File: src/rtl/ascd_regs.vh
// Constants for the serial command decoder: byte layouts, reset values, modes.
// Assumes inclusion by the decoder files only; definitions only.
`ifndef ASCD_REGS_VH
`define ASCD_REGS_VH

`define ASCD_BYTE_W 8
`define ASCD_BIT_CNT_W 3
`define ASCD_LAST_BIT 3'h7
`define ASCD_CHAN_W 4
`define ASCD_CHAN_MAX 4'hF
`define ASCD_CHAN_ZERO 4'h0
`define ASCD_CNT_W 5
`define ASCD_CNT_ONE 5'h01

// Prefix positions
`define ASCD_CONV_FLAG 7
`define ASCD_SETUP_FLAG 6
`define ASCD_AVG_FLAG 5
`define ASCD_RST_FLAG 4

// Conversion byte fields
`define ASCD_CONV_CH_HI 6
`define ASCD_CONV_CH_LO 3
`define ASCD_CONV_SCAN_HI 2
`define ASCD_CONV_SCAN_LO 1
`define ASCD_CONV_TEMP 0

// Setup byte fields
`define ASCD_SETUP_CK_HI 5
`define ASCD_SETUP_CK_LO 4
`define ASCD_SETUP_REF_HI 3
`define ASCD_SETUP_REF_LO 2
`define ASCD_SETUP_DIFF_HI 1
`define ASCD_SETUP_DIFF_LO 0

// Averaging byte fields
`define ASCD_AVG_EN 4
`define ASCD_AVG_N_HI 3
`define ASCD_AVG_N_LO 2
`define ASCD_AVG_RPT_HI 1
`define ASCD_AVG_RPT_LO 0

// Reset byte field
`define ASCD_RST_FIFO_ONLY 3

// Reset values
`define ASCD_ZERO_BYTE 8'h00
`define ASCD_SETUP_RESET 8'h20

// Scan modes
`define ASCD_SCAN_LOW_TO_N 2'h0
`define ASCD_SCAN_N_TO_TOP 2'h1
`define ASCD_SCAN_REPEAT 2'h2
`define ASCD_SCAN_SINGLE 2'h3

// Clock modes
`define ASCD_CK_PIN_INT 2'h0
`define ASCD_CK_PIN_EXT 2'h1
`define ASCD_CK_SERIAL 2'h2
`define ASCD_CK_EXTCLK 2'h3

// Pair register addressing
`define ASCD_DIFF_UNI 2'h2
`define ASCD_DIFF_BI 2'h3

// Reference mode that reserves the negative reference channel
`define ASCD_REF_EXT_DIFF 2'h3

// Repeat counts for 00..11 of the repeat field
`define ASCD_RPT_0 5'h04
`define ASCD_RPT_1 5'h08
`define ASCD_RPT_2 5'h0C
`define ASCD_RPT_3 5'h10

// Multi-purpose channels on the sixteen-input build
`define ASCD_CONVERSION_START_PIN_CH 4'hF
`define ASCD_REFN_CH 4'hE

// Pin synchronisers: bit 3 start pin, 2 data, 1 select, 0 serial clock
`define ASCD_PIN_CNT 4
`define ASCD_PIN_IDLE 4'hA

`endif

File: src/rtl/ascd_decoder.v
// Serial command decoder of a multichannel converter: shifts in bytes,
// decodes the register prefixes and plans each requested scan.
// Assumes serial clock, chip select, data and start pin are asynchronous
// pins sampled by i_clk, which must run well above twice the serial clock.
`default_nettype none
`include "ascd_regs.vh"

module ascd_decoder (
    input wire i_clk,
    input wire i_rstn,
    input wire i_sclk,
    input wire i_cs_n,
    input wire i_din,
    input wire i_conv_start_n,
    output reg [7:0] o_conversion_request,
    output reg [7:0] o_setup_config,
    output reg [7:0] o_averaging_config,
    output reg [7:0] o_unipolar_pair,
    output reg [7:0] o_bipolar_pair,
    output reg o_scan_start,
    output reg [3:0] o_scan_first_chan,
    output reg [3:0] o_scan_last_chan,
    output reg [4:0] o_scan_result_count,
    output reg o_scan_temp_first,
    output reg o_scan_averaging,
    output reg [15:0] o_chan_skip,
    output reg [7:0] o_pair_twos_comp,
    output reg o_fifo_clear
);

// ----------------------------------------------------------------
// Pin sampling
// ----------------------------------------------------------------
wire sclk_s;
wire cs_n_s;
wire din_s;
wire cnv_n_s;
wire [`ASCD_PIN_CNT-1:0] pin_async = {i_conv_start_n, i_din, i_cs_n, i_sclk};
wire [`ASCD_PIN_CNT-1:0] pin_idle = `ASCD_PIN_IDLE;
wire [`ASCD_PIN_CNT-1:0] pin_sync;
reg sclk_d_reg;
reg cnv_d_reg;
genvar g;

generate
    for (g = 0; g < `ASCD_PIN_CNT; g = g + 1) begin : g_pin_sync
        ascd_sync u_sync (
            .i_clk(i_clk),
            .i_rstn(i_rstn),
            .i_async(pin_async[g]),
            .i_rst_val(pin_idle[g]),
            .o_sync(pin_sync[g])
        );
    end
endgenerate

assign sclk_s = pin_sync[0];
assign cs_n_s = pin_sync[1];
assign din_s = pin_sync[2];
assign cnv_n_s = pin_sync[3];

// Sync flops reset to each pin's idle level, so leaving reset shows
// no false start-pin fall and no select before the host drives one.
wire sclk_rise = sclk_s & ~sclk_d_reg;
wire cnv_fall = ~cnv_n_s & cnv_d_reg;

// ----------------------------------------------------------------
// Byte assembly
// ----------------------------------------------------------------
localparam ST_CMD = 2'b01;
localparam ST_PAIR = 2'b10;

reg [1:0] state_reg;
reg [1:0] state_next;
reg [6:0] shift_reg;
reg [2:0] bit_cnt_reg;
reg pair_bi_reg;
reg pair_bi_next;
wire [7:0] rx_byte = {shift_reg, din_s};
wire byte_done = sclk_rise & ~cs_n_s & (bit_cnt_reg == `ASCD_LAST_BIT);

always @(posedge i_clk) begin
    if (!i_rstn) begin
        sclk_d_reg <= 1'b0;
        cnv_d_reg <= 1'b1;
        shift_reg <= 7'h00;
        bit_cnt_reg <= 3'h0;
    end else begin
        sclk_d_reg <= sclk_s;
        cnv_d_reg <= cnv_n_s;
        if (cs_n_s) begin
            bit_cnt_reg <= 3'h0;
        end else if (sclk_rise) begin
            shift_reg <= rx_byte[6:0];
            bit_cnt_reg <= bit_cnt_reg + 3'h1;
        end
    end
end

// ----------------------------------------------------------------
// Decode helpers
// ----------------------------------------------------------------
// True in the two clock modes where the start pin starts a scan
function ascd_pin_mode;
    input [1:0] ck;
    begin
        ascd_pin_mode = (ck == `ASCD_CK_PIN_INT) || (ck == `ASCD_CK_PIN_EXT);
    end
endfunction

function [15:0] ascd_reserved;
    input [7:0] setup;
    input [7:0] uni;
    input [7:0] bi;
    reg [15:0] m;
    begin
        m = 16'h0000;
        if (ascd_pin_mode(setup[`ASCD_SETUP_CK_HI:`ASCD_SETUP_CK_LO])) begin
            m[`ASCD_CONVERSION_START_PIN_CH] = 1'b1;
        end
        if (setup[`ASCD_SETUP_REF_HI:`ASCD_SETUP_REF_LO] == `ASCD_REF_EXT_DIFF) begin
            m[`ASCD_REFN_CH] = 1'b1;
        end
        if ((uni[0] | bi[0]) && (m[`ASCD_CONVERSION_START_PIN_CH] | m[`ASCD_REFN_CH])) begin
            m[`ASCD_CONVERSION_START_PIN_CH] = 1'b1;
            m[`ASCD_REFN_CH] = 1'b1;
        end
        ascd_reserved = m;
    end
endfunction

function [4:0] ascd_range_count;
    input [3:0] first;
    input [3:0] last;
    input [15:0] skip;
    input [7:0] pairs;
    integer k;
    reg [4:0] n;
    begin
        n = 5'h00;
        // Pair counts once at its lower channel; odd member adds none
        for (k = 0; k < 16; k = k + 1) begin
            if (k >= first && k <= last && !skip[k]) begin
                if (!(pairs[7 - k / 2] && (k % 2 == 1))) begin
                    n = n + `ASCD_CNT_ONE;
                end
            end
        end
        ascd_range_count = n;
    end
endfunction

// ----------------------------------------------------------------
// Registers and scan planning
// ----------------------------------------------------------------
wire [15:0] skip_now = ascd_reserved(o_setup_config, o_unipolar_pair, o_bipolar_pair);
wire [7:0] pairs_now = o_unipolar_pair | o_bipolar_pair;
wire [1:0] ck_mode = o_setup_config[`ASCD_SETUP_CK_HI:`ASCD_SETUP_CK_LO];
wire [3:0] req_chan = o_conversion_request[`ASCD_CONV_CH_HI:`ASCD_CONV_CH_LO];
wire [1:0] req_scan = o_conversion_request[`ASCD_CONV_SCAN_HI:`ASCD_CONV_SCAN_LO];
wire [1:0] rpt_sel = o_averaging_config[`ASCD_AVG_RPT_HI:`ASCD_AVG_RPT_LO];
reg plan_pending_reg;
reg [3:0] first_c;
reg [3:0] last_c;
reg [4:0] count_c;

always @* begin
    first_c = req_chan;
    last_c = req_chan;
    case (req_scan)
        `ASCD_SCAN_LOW_TO_N: begin
            first_c = `ASCD_CHAN_ZERO;
        end
        `ASCD_SCAN_N_TO_TOP: begin
            last_c = `ASCD_CHAN_MAX;
        end
        default: begin
        end
    endcase
    if (req_scan == `ASCD_SCAN_REPEAT) begin
        if (skip_now[req_chan]) begin
            count_c = 5'h00;
        end else if (rpt_sel == 2'h0) begin
            count_c = `ASCD_RPT_0;
        end else if (rpt_sel == 2'h1) begin
            count_c = `ASCD_RPT_1;
        end else if (rpt_sel == 2'h2) begin
            count_c = `ASCD_RPT_2;
        end else begin
            count_c = `ASCD_RPT_3;
        end
    end else if (req_scan == `ASCD_SCAN_SINGLE) begin
        count_c = skip_now[req_chan] ? 5'h00 : `ASCD_CNT_ONE;
    end else begin
        count_c = ascd_range_count(first_c, last_c, skip_now, pairs_now);
    end
end

wire is_conv = rx_byte[`ASCD_CONV_FLAG];
wire is_setup = ~is_conv & rx_byte[`ASCD_SETUP_FLAG];
wire is_avg = ~is_conv & ~rx_byte[`ASCD_SETUP_FLAG] & rx_byte[`ASCD_AVG_FLAG];
wire is_rst = (rx_byte[`ASCD_CONV_FLAG:`ASCD_AVG_FLAG] == 3'h0) & rx_byte[`ASCD_RST_FLAG];

always @* begin
    state_next = state_reg;
    pair_bi_next = pair_bi_reg;
    case (state_reg)
        ST_CMD: begin
            if (byte_done && is_setup && rx_byte[`ASCD_SETUP_DIFF_HI]) begin
                state_next = ST_PAIR;
                pair_bi_next = rx_byte[`ASCD_SETUP_DIFF_LO];
            end
        end
        ST_PAIR: begin
            // A raised select drops a half-sent pair byte
            if (byte_done || cs_n_s) begin
                state_next = ST_CMD;
            end
        end
        default: begin
            state_next = ST_CMD;
        end
    endcase
end

always @(posedge i_clk) begin
    if (!i_rstn) begin
        state_reg <= ST_CMD;
        pair_bi_reg <= 1'b0;
        o_conversion_request <= `ASCD_ZERO_BYTE;
        o_setup_config <= `ASCD_SETUP_RESET;
        o_averaging_config <= `ASCD_ZERO_BYTE;
        o_unipolar_pair <= `ASCD_ZERO_BYTE;
        o_bipolar_pair <= `ASCD_ZERO_BYTE;
        o_fifo_clear <= 1'b0;
        plan_pending_reg <= 1'b0;
        o_scan_start <= 1'b0;
        o_scan_first_chan <= `ASCD_CHAN_ZERO;
        o_scan_last_chan <= `ASCD_CHAN_ZERO;
        o_scan_result_count <= 5'h00;
        o_scan_temp_first <= 1'b0;
        o_scan_averaging <= 1'b0;
        o_chan_skip <= 16'h0000;
        o_pair_twos_comp <= `ASCD_ZERO_BYTE;
    end else begin
        state_reg <= state_next;
        pair_bi_reg <= pair_bi_next;
        o_fifo_clear <= 1'b0;
        o_scan_start <= 1'b0;
        plan_pending_reg <= 1'b0;
        o_chan_skip <= skip_now;
        o_pair_twos_comp <= o_bipolar_pair & ~o_unipolar_pair;
        // Pair byte first: it carries no prefix of its own
        if (state_reg == ST_PAIR && byte_done) begin
            if (pair_bi_reg) begin
                o_bipolar_pair <= rx_byte;
            end else begin
                o_unipolar_pair <= rx_byte;
            end
        end else if (byte_done && is_conv) begin
            o_conversion_request <= rx_byte;
            if (ck_mode == `ASCD_CK_SERIAL || ck_mode == `ASCD_CK_EXTCLK) begin
                plan_pending_reg <= 1'b1;
            end
        end else if (byte_done && is_setup) begin
            o_setup_config <= rx_byte;
        end else if (byte_done && is_avg) begin
            o_averaging_config <= rx_byte;
        end else if (byte_done && is_rst) begin
            if (rx_byte[`ASCD_RST_FIFO_ONLY]) begin
                o_fifo_clear <= 1'b1;
            end else begin
                o_conversion_request <= `ASCD_ZERO_BYTE;
                o_setup_config <= `ASCD_SETUP_RESET;
                o_averaging_config <= `ASCD_ZERO_BYTE;
                o_unipolar_pair <= `ASCD_ZERO_BYTE;
                o_bipolar_pair <= `ASCD_ZERO_BYTE;
                o_fifo_clear <= 1'b1;
            end
        end
        // Pin start only in the two pin-driven clock modes
        if (cnv_fall && ascd_pin_mode(ck_mode)) begin
            plan_pending_reg <= 1'b1;
        end
        // Plan one cycle after the request so it sees the new byte
        if (plan_pending_reg) begin
            o_scan_start <= 1'b1;
            o_scan_first_chan <= first_c;
            o_scan_last_chan <= last_c;
            o_scan_result_count <= count_c;
            o_scan_temp_first <= o_conversion_request[`ASCD_CONV_TEMP];
            o_scan_averaging <= o_averaging_config[`ASCD_AVG_EN] & (ck_mode != `ASCD_CK_EXTCLK);
        end
    end
end

endmodule

`default_nettype wire

File: src/rtl/ascd_sync.v
// Two-flop synchroniser for one level from outside the clock domain.
// Assumes a single clock; the first stage is read only by the second.
`default_nettype none

module ascd_sync (
    input wire i_clk,
    input wire i_rstn,
    input wire i_async,
    input wire i_rst_val,
    output reg o_sync
);

reg meta_reg;

always @(posedge i_clk) begin
    if (!i_rstn) begin
        meta_reg <= i_rst_val;
        o_sync <= i_rst_val;
    end else begin
        meta_reg <= i_async;
        o_sync <= meta_reg;
    end
end

endmodule

`default_nettype wire
File: config.mk
export PLATFORM = sky130hd
export DESIGN_NAME = ascd_decoder
export DESIGN_NICKNAME = d
export VERILOG_FILES = /design/src/rtl/ascd_decoder.v /design/src/rtl/ascd_sync.v
export VERILOG_INCLUDE_DIRS = /design/src /design/src/rtl
export SDC_FILE = /design/constraint.sdc
export NUM_CORES = 1
export LEC_CHECK = 0
export ABC_AREA = 1
export ABC_CLOCK_PERIOD_IN_PS = 18570
export CAP_MARGIN = 15
export CORE_ASPECT_RATIO = 1.75
export CORE_UTILIZATION = 69
export CTS_CLUSTER_SIZE = 25
export DETAILED_ROUTE_END_ITERATION = 10
export DONT_BUFFER_PORTS = 1
export PLACE_DENSITY = 0.85
export SYNTH_ARGS = -nofsm -noshare
export SYNTH_HDL_FRONTEND = slang
export SYNTH_SLANG_ARGS = --single-unit
File: constraint.sdc
create_clock -name i_clk -period 18.57 [get_ports i_clk]
set_clock_uncertainty 0.05 [all_clocks]
set_input_delay 5.571 -clock i_clk [delete_from_list [all_inputs] [get_ports i_clk]]
set_output_delay 5.571 -clock i_clk [all_outputs]
set_load 0.005 [all_outputs]
After elaboration in Yosys (flattened, before gate mapping)

Cells that the tools add are included.

$add $sub $neg: 16
Order comparisons: 31
Equality and inequality tests: 27
Mux-type cells: 92
Reductions and logical operators: 47
Bitwise logic cells: 23

Operators by type and width:

| kind                  | count |
|---|---|
| $mux W5               | 59 |
| $mux W8               | 15 |
| $add A5 B1 Y5 const B | 15 |
| $le A4 B4 Y1 const A  | 8 |
| $ge A4 B4 Y1 const A  | 7 |
| $logic_and A1 B1 Y1   | 24 |
| $ne A2 B2 Y1 const B  | 9 |
| $ge A3 B4 Y1 const A  | 4 |
| $le A3 B4 Y1 const A  | 4 |
| $reduce_and A5 Y1     | 3 |
| $eq A2 B2 Y1 const B  | 7 |
| $ne A2 B1 Y1 const B  | 6 |
| $reduce_and A6 Y1     | 2 |
| $mux W1               | 11 |
| $and A1 B1 Y1         | 9 |
| $not A1 Y1            | 9 |
| $and A8 B8 Y8         | 1 |
| $eq A2 B1 Y1 const B  | 4 |
| $ge A1 B4 Y1 const A  | 2 |
| $ge A2 B4 Y1 const A  | 2 |
| $le A2 B4 Y1 const A  | 2 |
| $mux W4               | 2 |
| $not A8 Y8            | 1 |
| $or A8 B8 Y8          | 1 |
| other kinds (16)      | 29 |

Logic and storage cells: 266
Bits in registers: 105
Output and inout bits: 81
Bits of input ports: 6

Longest topological paths before layout

Gate-level depths: netlist of run 1.

Word-level depth: 74
Gate-level depth with buffers: 60
Mapped depth without buffers: 60

Hierarchy

A second synthesis of run 1 with hierarchy kept.

Cells, all modules: 865
Area, all modules: 5681.7 µm²

By module, submodules not included:

| module       | area an instance (µm²) | seq. area each (µm²) | instances | cells each |
|---|---|---|---|---|
| ascd_decoder | 5421.4                 | 1661.6               | 1         | 833 |
| ascd_sync    | 65.1                   | 40.0                 | 4         | 8 |

Least setup slack after synthesis of run 1

Ideal clock, no wire load.

Path kind: register to register
Start point: reg o_conversion_request[1]
End point: reg o_scan_result_count[4]
Stages on the path, launching flop included: 61
Clock period less this slack: 8569 ps
Library setup time: 70 ps
Buffers on the path: 0
Required time: 18450 ps
Arrival: 8449 ps
Setup slack: 10001 ps
Cells stage by stage: dfxtp_1 > nor2_4 > nor2_2 > inv_1 > nand2_1 > nor2_1 > ha_1 > inv_1 > a21oi_2 > ha_1 > o21ai_0 > inv_1 > ha_1 > or2_1 > nand2_1 > inv_2 > ha_1 > or2_0 > [25 not listed] > nand2_1 > ha_1 > nand2_1 > nand2_1 > ha_1 > or2_2 > o21ai_1 > inv_1 > ha_1 > inv_1 > nor2_1 > inv_1 > nor2_2 > nand3_1 > inv_1 > nand2_1 > nand2_1 > a21oi_1

Longest elaborated chain between the ends: 74
Elaborated cells between the ends (all ways): 123
Those cells by class: 15 x add/sub; 30 x order compare; 3 x eq/ne; 58 x mux; 17 x reduce/logical

Ends and longest elaborated chain:

| element                        | RTL line           | source |
|---|---|---|
| start: declaration             | ascd_decoder.v:15  | `output reg [7:0] o_conversion_request,` |
| start signal: assignment       | ascd_decoder.v:230 | `` o_conversion_request <= `ASCD_ZERO_BYTE; `` |
| start signal: assignment       | ascd_decoder.v:261 | `o_conversion_request <= rx_byte;` |
| start signal: assignment       | ascd_decoder.v:273 | `` o_conversion_request <= `ASCD_ZERO_BYTE; `` |
| $logic_not A2 Y1               | ascd_decoder.v:170 | `case (req_scan)` |
| $mux W4                        | ascd_decoder.v:170 |  |
| $ge A1 B4 Y1                   | ascd_decoder.v:143 | `if (k >= first && k <= last && !skip[k]) begin` |
| $mux W1                        | n/a                |  |
| $mux W5                        | ascd_decoder.v:192 | `` end else if (req_scan == `ASCD_SCAN_SINGLE) begin `` |
| $mux W5                        | ascd_decoder.v:180 | `` if (req_scan == `ASCD_SCAN_REPEAT) begin `` |
| $add A5 B1 Y5 (no source line) | n/a                |  |
| $mux W5                        | ascd_decoder.v:144 | `if (!(pairs[7 - k / 2] && (k % 2 == 1))) begin` |
| [58 not listed]                | n/a                |  |
| $mux W5                        | ascd_decoder.v:143 |  |
| $mux W5                        | ascd_decoder.v:192 |  |
| $mux W5                        | ascd_decoder.v:180 |  |
| $add A5 B1 Y5 (no source line) | n/a                |  |
| $mux W5                        | ascd_decoder.v:144 |  |
| $mux W5                        | ascd_decoder.v:143 |  |
| $mux W5                        | ascd_decoder.v:192 |  |
| $mux W5 *                      | ascd_decoder.v:180 |  |
| end signal: assignment         | ascd_decoder.v:290 | `o_scan_result_count <= count_c;` |
| end: declaration               | ascd_decoder.v:23  | `output reg [4:0] o_scan_result_count,` |

Every way passes the cells marked *; elsewhere a longest branch is shown, timed or not. The select of a mux whose other input is x is not followed.
A chain may end at the register's enable or synchronous reset.

Worst setup path in the final report of run 1

Ends and elaborated chain as after synthesis.

==> metrics.txt, run 1 <==
largest driver fanout on the critical path 5; Final Max Tran Viols 0; Avg Cell Area, Syn 6.439 um^2; source of the critical timing path o_conversion_request[1]$_SDFFE_PN0P_; netlist area before placement 5692 um^2; insertion delay of the later-clocked pin in the worst-skew pair 0.35 ns; I/O pin total 87; Pwr per Cell Area 65.58 nW/um^2; global-route met1 utilization 0.3177; tightest hold margin 0.3678 ns; flip-flop cell with the highest count after synthesis sky130_fd_sc_hd__dfxtp_1; detailed-router iteration count before antenna repair 8; number of cell rows 43; maximum number of pins on one net before global-route repair 41; cell occurring most often along the worst timing path sky130_fd_sc_hd__nand2_1; kind of end point of the critical path flop; # DRC 4; Initial Utilization 0.7148; area of the multi-input gates 3202 um^2; period utilisation layout 0.5104; overall die height 122.1 um; HP Class reg -> reg; required time of the critical path 18.80 ns; fin worst setup slack 9.093 ns; met3 Usage GRT 0.06369; setup total negative slack 0 ns; post-route insts no fill 975; area of the core 7963 um^2; register clock-pin slew on the reported worst setup and hold paths 0.06 ns; number of nets in the finished design 906; number of filler instances in the final layout 644; port bufs 0; Detail Placement HPWL 11370 um; average detailed-routed wire length per instance 14.84 um; unrepaired setup endpoints after global routing no; Yosys warnings 0; portion of the post-synthesis area used by sequential elements 0.3201; final count of hold timing violations 0; global route total overflow 0; via density per instance 5.671; Synth cell types 42; number of design-rule violations left by the first detailed-router iteration 241; Global Route Usage Sum 0.3474; wire length of the first global-routing pass 23710 um; count of H-tree levels built during CTS 3; startpoint of the lowest-slack register-to-register path o_conversion_request[1]$_SDFFE_PN0P_; vias in the first global route 5474; Bufs on Longest Clock Path 2; Die W 70.66 um; number of cells produced by synthesis 884; met2 Resource Use GR 0.7027; startpoint of the most critical hold path g_pin_sync[1].u_sync.meta_reg$_SDFF_PN1_; max cap viols 0; Final ANT Viol Nets 0; vias after detailed routing 5529; full die area 8630 um^2; largest vdd supply drop 0.08652 mV; status complete, but fails checks; number of synthesized flops with an enable pin 0; global routing's busiest layer met2; Setup violations, final 0; clock tree root driver cell sky130_fd_sc_hd__clkbuf_16; largest incremental delay on the critical path 0.52 ns; failing checks design-rule violations; final antenna diode count 0; slew margin rel. 0.2873; number of instances in the placed design 960; Critical-path top delay cell sky130_fd_sc_hd__dfxtp_1; final wirelength 14470 um; Seq cells post-synth 91; number of buffers added by the clock tree synthesis step 9; post-CTS setup repair buffer count 0; clock period minus worst slack 9.477 ns; initial antenna violation count 0; CP startpoint kind flop; post-cts hold buffer count 0; CP arrival 9.70 ns; clock sink count 91; crit path kind reg -> reg; Resize count post-CTS 0; transition time at the pin with the least slew margin 1.069 ns; setup slack after placement 9.156 ns; clock tree from TritonCTS done; maximum clock rate 105.5 MHz; post-route total power 0.3947 mW; final weighted congestion in routability-driven placement 0.9732; layout overhead on the synthesized area 5.759%; leakage power summed over all cells 2.879 nW; share of async-settable or async-resettable flops after synthesis 0; Storage cell area 1822 um^2; ratio of cells with drive above 1 in the final layout 0.1153
[metrics by stage]
| step | cell area (um^2) | util |
|---|---|---|
| floorplan | 5741 | - |
| global placement | 5703 | 0.7162 |
| detailed placement | 5703 | 0.7162 |
| CTS | 6020 | 0.7560 |
| global route | 6020 | 0.7560 |
| finish | 6020 | 0.7560 |
[Yosys cell counts (3+ instances only)]
cell	instances	area (um^2)
sky130_fd_sc_hd__nand3_1	75	375.4
sky130_fd_sc_hd__nor2_2	4	25.02
sky130_fd_sc_hd__a21oi_1	60	300.3
sky130_fd_sc_hd__o21ai_1	6	30.03
sky130_fd_sc_hd__o22ai_1	3	18.77
sky130_fd_sc_hd__clkbuf_1	14	52.55
sky130_fd_sc_hd__nor2_1	74	277.8
sky130_fd_sc_hd__o21ai_0	39	195.2
sky130_fd_sc_hd__o211ai_1	5	37.54
sky130_fd_sc_hd__nor3_1	16	80.08
sky130_fd_sc_hd__nand4_1	8	50.05
sky130_fd_sc_hd__nand2_2	31	193.9
sky130_fd_sc_hd__or2_2	10	62.56
sky130_fd_sc_hd__nand3_2	13	130.1
sky130_fd_sc_hd__o32ai_1	5	43.79
sky130_fd_sc_hd__inv_2	17	63.81
sky130_fd_sc_hd__ha_1	19	237.7
sky130_fd_sc_hd__nand2_1	218	818.3
sky130_fd_sc_hd__dfxtp_1	91	1822
sky130_fd_sc_hd__buf_4	14	105.1
sky130_fd_sc_hd__nand3b_1	6	45.04
sky130_fd_sc_hd__inv_1	130	488.0
[path summary, 6_finish.rpt]
kind	slack (ns)	depth (start not counted)	end
min reg2reg	0.37	1	g_pin_sync[1].u_sync.o_sync$_SDFF_PN1_
min	0.37	1	g_pin_sync[1].u_sync.o_sync$_SDFF_PN1_
max reg2reg	9.09	60	o_scan_result_count[4]$_SDFFE_PN0P_
max	9.09	60	o_scan_result_count[4]$_SDFFE_PN0P_
[cell type report]
cell class,instances,share of cell area
Inverter,149,0.09291
Clock buffer,10,0.03970
Sequential cell,91,0.3026
Clock inverter,5,0.01289
Multi-Input combinational cell,629,0.5319
Timing Repair Buffer,1,0.001247
Tap cell,90,0.01871
[cell usage in the layout, fill, tap and decap left out, drive strengths merged, types with 2 or more instances in the layout]
cell      n
nor2     79
ha       19
dfxtp    91
inv     147
nand3    89
nor3     16
a21oi    63
conb     14
bufinv    2
nand3b    6
o21ai    47
clkbuf   10
o22ai     3
nand2   251
or2      12
clkinv    4
o211ai    5
o32ai     5
nand4    10
and3      2
[metal layers]
| metal | share of wire | up-vias |
|---|---|---|
| li1 | - | 2786 |
| met1 | 0.34 | 2550 |
| met2 | 0.57 | 144 |
| met3 | 0.038 | 49 |
| met4 | 0.047 | 0 |
| met5 | 0 | - |
[cells by family after synthesis]
kind of cell	after synthesis	share of synthesized area
and+or+nand+nor	467	0.3816
other	1	0.0006589
adders and majority gates	19	0.04177
buffers and inverters	177	0.1260
DFF	91	0.3201
AOI/OAI and AO/OA	127	0.1242
xor gates and xnor gates	2	0.005715
[critical path, delay by kind of cell, from the launching register on]
kind | cells | cell delay (ns)
compound gates | 5 | 0.84
fa+ha+maj | 11 | 3.09
simple gates | 35 | 4.31
buf+inv | 9 | 0.62
flops | 1 | 0.52
[report_power, final]
part / internal, mW / switching, mW
logic: 0.00124 / 0.00387
clock network: 0.120 / 0.0726
registers: 0.196 / 0.000602
total: 0.318 / 0.0771
(Power assumes the default switching activity.)
==> run 2: changes to the inputs <==
--- a/config.mk
+++ b/config.mk
@@ -7,14 +7,14 @@
 export NUM_CORES = 1
 export LEC_CHECK = 0
 export ABC_AREA = 1
-export ABC_CLOCK_PERIOD_IN_PS = 18570
+export ABC_CLOCK_PERIOD_IN_PS = 9900
 export CAP_MARGIN = 15
 export CORE_ASPECT_RATIO = 1.75
-export CORE_UTILIZATION = 69
+export CORE_UTILIZATION = 64
 export CTS_CLUSTER_SIZE = 25
 export DETAILED_ROUTE_END_ITERATION = 10
 export DONT_BUFFER_PORTS = 1
-export PLACE_DENSITY = 0.85
+export PLACE_DENSITY = 0.8
 export SYNTH_ARGS = -nofsm -noshare
 export SYNTH_HDL_FRONTEND = slang
 export SYNTH_SLANG_ARGS = --single-unit
==> constraint.sdc (replaced) <==
create_clock -name i_clk -period 9.9 [get_ports i_clk]
set_clock_uncertainty 0.05 [all_clocks]
set_input_delay 2.97 -clock i_clk [delete_from_list [all_inputs] [get_ports i_clk]]
set_output_delay 2.97 -clock i_clk [all_outputs]
set_load 0.005 [all_outputs]
==> metrics.txt, run 2 (synthesized netlist as in run 1, its figures left out) <==
Storage cell area 1826 um^2 (was 1822 um^2); initial antenna violation count 0 (unchanged); largest incremental delay on the critical path 0.58 ns (was 0.52 ns); Global Route Usage Sum 0.3232 (was 0.3474); setup total negative slack 0 ns (unchanged); clock period minus worst slack 9.250 ns (was 9.477 ns); tightest hold margin 0.3639 ns (was 0.3678 ns); post-CTS setup repair buffer count 0 (unchanged); count of H-tree levels built during CTS 3 (unchanged); wire length of the first global-routing pass 23420 um (was 23710 um); clock sink count 91 (unchanged); met3 Usage GRT 0.06116 (was 0.06369); Setup violations, final 0 (unchanged); number of nets in the finished design 906 (unchanged); post-route total power 0.7200 mW (was 0.3947 mW); maximum clock rate 108.1 MHz (was 105.5 MHz); status completed (was complete, but fails checks); register clock-pin slew on the reported worst setup and hold paths 0.06 ns (about the same); area of the core 8671 um^2 (was 7963 um^2); HP Class reg -> reg (unchanged); largest vdd supply drop 0.1836 mV (was 0.08652 mV); global routing's busiest layer met2 (unchanged); CP arrival 9.48 ns (was 9.70 ns); max cap viols 0 (unchanged); # DRC 0 (was 4); transition time at the pin with the least slew margin 1.104 ns (was 1.069 ns); area of the multi-input gates 3202 um^2 (unchanged); required time of the critical path 10.13 ns (was 18.80 ns); via density per instance 5.555 (was 5.671); vias in the first global route 5348 (was 5474); vias after detailed routing 5572 (was 5529); number of design-rule violations left by the first detailed-router iteration 275 (was 241); number of instances in the placed design 987 (was 960); R2R setup slack 0.65 ns (was 9.09 ns); final count of hold timing violations 0 (unchanged); global route total overflow 0 (unchanged); ratio of cells with drive above 1 in the final layout 0.1196 (was 0.1153); I/O pin total 87 (unchanged); global-route met1 utilization 0.2935 (was 0.3177); layout overhead on the synthesized area 6.133% (was 5.759%); Bufs on Longest Clock Path 2 (unchanged); cell occurring most often along the worst timing path sky130_fd_sc_hd__nand2_1 (unchanged); average detailed-routed wire length per instance 14.53 um (was 14.84 um); Resize count post-CTS 0 (unchanged); Worst R2R Path Depth 58 (was 60); number of buffers added by the clock tree synthesis step 9 (unchanged); Initial Utilization 0.6564 (was 0.7148); full die area 9289 um^2 (was 8630 um^2); detailed-router iteration count before antenna repair 7 (was 8); Pwr per Cell Area 119.2 nW/um^2 (was 65.58 nW/um^2); WP depth 58 (was 60); overall die height 126.8 um (was 122.1 um); kind of end point of the critical path flop (unchanged); most common cell after layout, fill and taps aside sky130_fd_sc_hd__nand2_1 (unchanged); CP startpoint kind flop (unchanged); number of cell rows 45 (was 43); Detail Placement HPWL 11340 um (was 11370 um); startpoint of the most critical hold path g_pin_sync[1].u_sync.meta_reg$_SDFF_PN1_ (unchanged); final antenna diode count 0 (unchanged); post-route insts no fill 1003 (was 975); worst min-delay path endpoint g_pin_sync[1].u_sync.o_sync$_SDFF_PN1_ (unchanged); leakage power summed over all cells 2.877 nW (was 2.879 nW); reg-to-reg critical path endpoint o_scan_result_count[4]$_SDFFE_PN0P_ (unchanged); final wirelength 14580 um (was 14470 um); Final ANT Viol Nets 0 (unchanged); clock tree root driver cell sky130_fd_sc_hd__clkbuf_16 (unchanged); highest-count cells in the layout ignoring fill and taps sky130_fd_sc_hd__nand2_1 (218), sky130_fd_sc_hd__inv_1 (130), sky130_fd_sc_hd__dfxtp_1 (88) (was sky130_fd_sc_hd__nand2_1 (218), sky130_fd_sc_hd__inv_1 (130), sky130_fd_sc_hd__dfxtp_1 (91)); insertion delay of the later-clocked pin in the worst-skew pair 0.34 ns (was 0.35 ns); startpoint of the lowest-slack register-to-register path o_conversion_request[6]$_SDFFE_PN0P_ (was o_conversion_request[1]$_SDFFE_PN0P_); unrepaired setup endpoints after global routing no (unchanged); maximum number of pins on one net before global-route repair 49 (was 41); met2 Resource Use GR 0.6111 (was 0.7027); slew margin rel. 0.2643 (was 0.2873); clock tree from TritonCTS done (unchanged); worst hold path depth 1 (unchanged); largest driver fanout on the critical path 8 (was 5); Critical-path top delay cell sky130_fd_sc_hd__dfxtp_1 (unchanged); Die W 73.29 um (was 70.66 um); Crit path max-delay family simple AND/OR/NAND/NOR gates (unchanged); number of filler instances in the final layout 787 (was 644); Final Max Tran Viols 0 (unchanged); share of the core filled with cells 0.6967 (was 0.7560); period utilisation layout 0.9344 (was 0.5104); post-cts hold buffer count 0 (unchanged); count of buffer and inverter cells on the critical path 9 (unchanged); crit path kind reg -> reg (unchanged); final weighted congestion in routability-driven placement 1.028 (was 0.9732); port bufs 0 (unchanged)
-- run 2: cell types whose count changed in the layout (fill, tap and decap cells not counted) --
cell,previous run,this run
sky130_fd_sc_hd__clkinvlp_4,1,0
sky130_fd_sc_hd__bufinv_16,2,1
sky130_fd_sc_hd__o21ai_0,39,38
sky130_fd_sc_hd__inv_6,0,3
sky130_fd_sc_hd__o21ai_1,6,7
sky130_fd_sc_hd__dfxtp_1,91,88
sky130_fd_sc_hd__dfxtp_2,0,3
sky130_fd_sc_hd__clkbuf_8,1,0
sky130_fd_sc_hd__clkinv_4,0,1
-- run 2: per-stage QoR --
| stage | worst slack [ns] | instance area, um^2 |
|---|---|---|
| after floorplan | 1.331 | 5741 |
| after global placement | 0.9220 | 5737 |
| after detailed placement | 0.5206 | 5737 |
| after CTS | 0.5120 | 6037 |
| after global routing | 0.02146 | 6041 |
| final | 0.6495 | 6041 |
-- run 2: how the worst max path moves through the flow --
stage                                          from  slack [ns]                                  end
6_report       o_conversion_request[6]$_SDFFE_PN0P_        0.65  o_scan_result_count[4]$_SDFFE_PN0P_
5_1_grt        o_conversion_request[4]$_SDFFE_PN0P_        0.02  o_scan_result_count[4]$_SDFFE_PN0P_
4_1_cts        o_conversion_request[1]$_SDFFE_PN0P_        0.51  o_scan_result_count[4]$_SDFFE_PN0P_
3_5_place_dp   o_conversion_request[1]$_SDFFE_PN0P_        0.52  o_scan_result_count[4]$_SDFFE_PN0P_
3_3_place_gp   o_conversion_request[1]$_SDFFE_PN0P_        0.92  o_scan_result_count[4]$_SDFFE_PN0P_
2_1_floorplan  o_conversion_request[1]$_SDFFE_PN0P_        1.33  o_scan_result_count[4]$_SDFFE_PN0P_
-- run 2: routing by layer --
metal | share of wire | wire length, um
met1 | 0.35 | 5107
met2 | 0.54 | 7858
met3 | 0.047 | 681
met4 | 0.064 | 928
met5 | 0 | 0
-- run 2: layout make-up --
cell class                 count  area share
clock buffer                   9     0.03728
sequential                    91      0.3022
multi-input combinational    629      0.5300
clock inverter                 7     0.01243
inverter                     149     0.09258
tap                          117     0.02423
timing repair buffer           1    0.001243
-- run 2: power breakdown --
part           leakage, nW  internal, mW  switching [mW]
registers            0.736         0.368         0.00109
logic                 1.99       0.00232         0.00716
clock network        0.151         0.198           0.144
total                 2.88         0.568           0.152
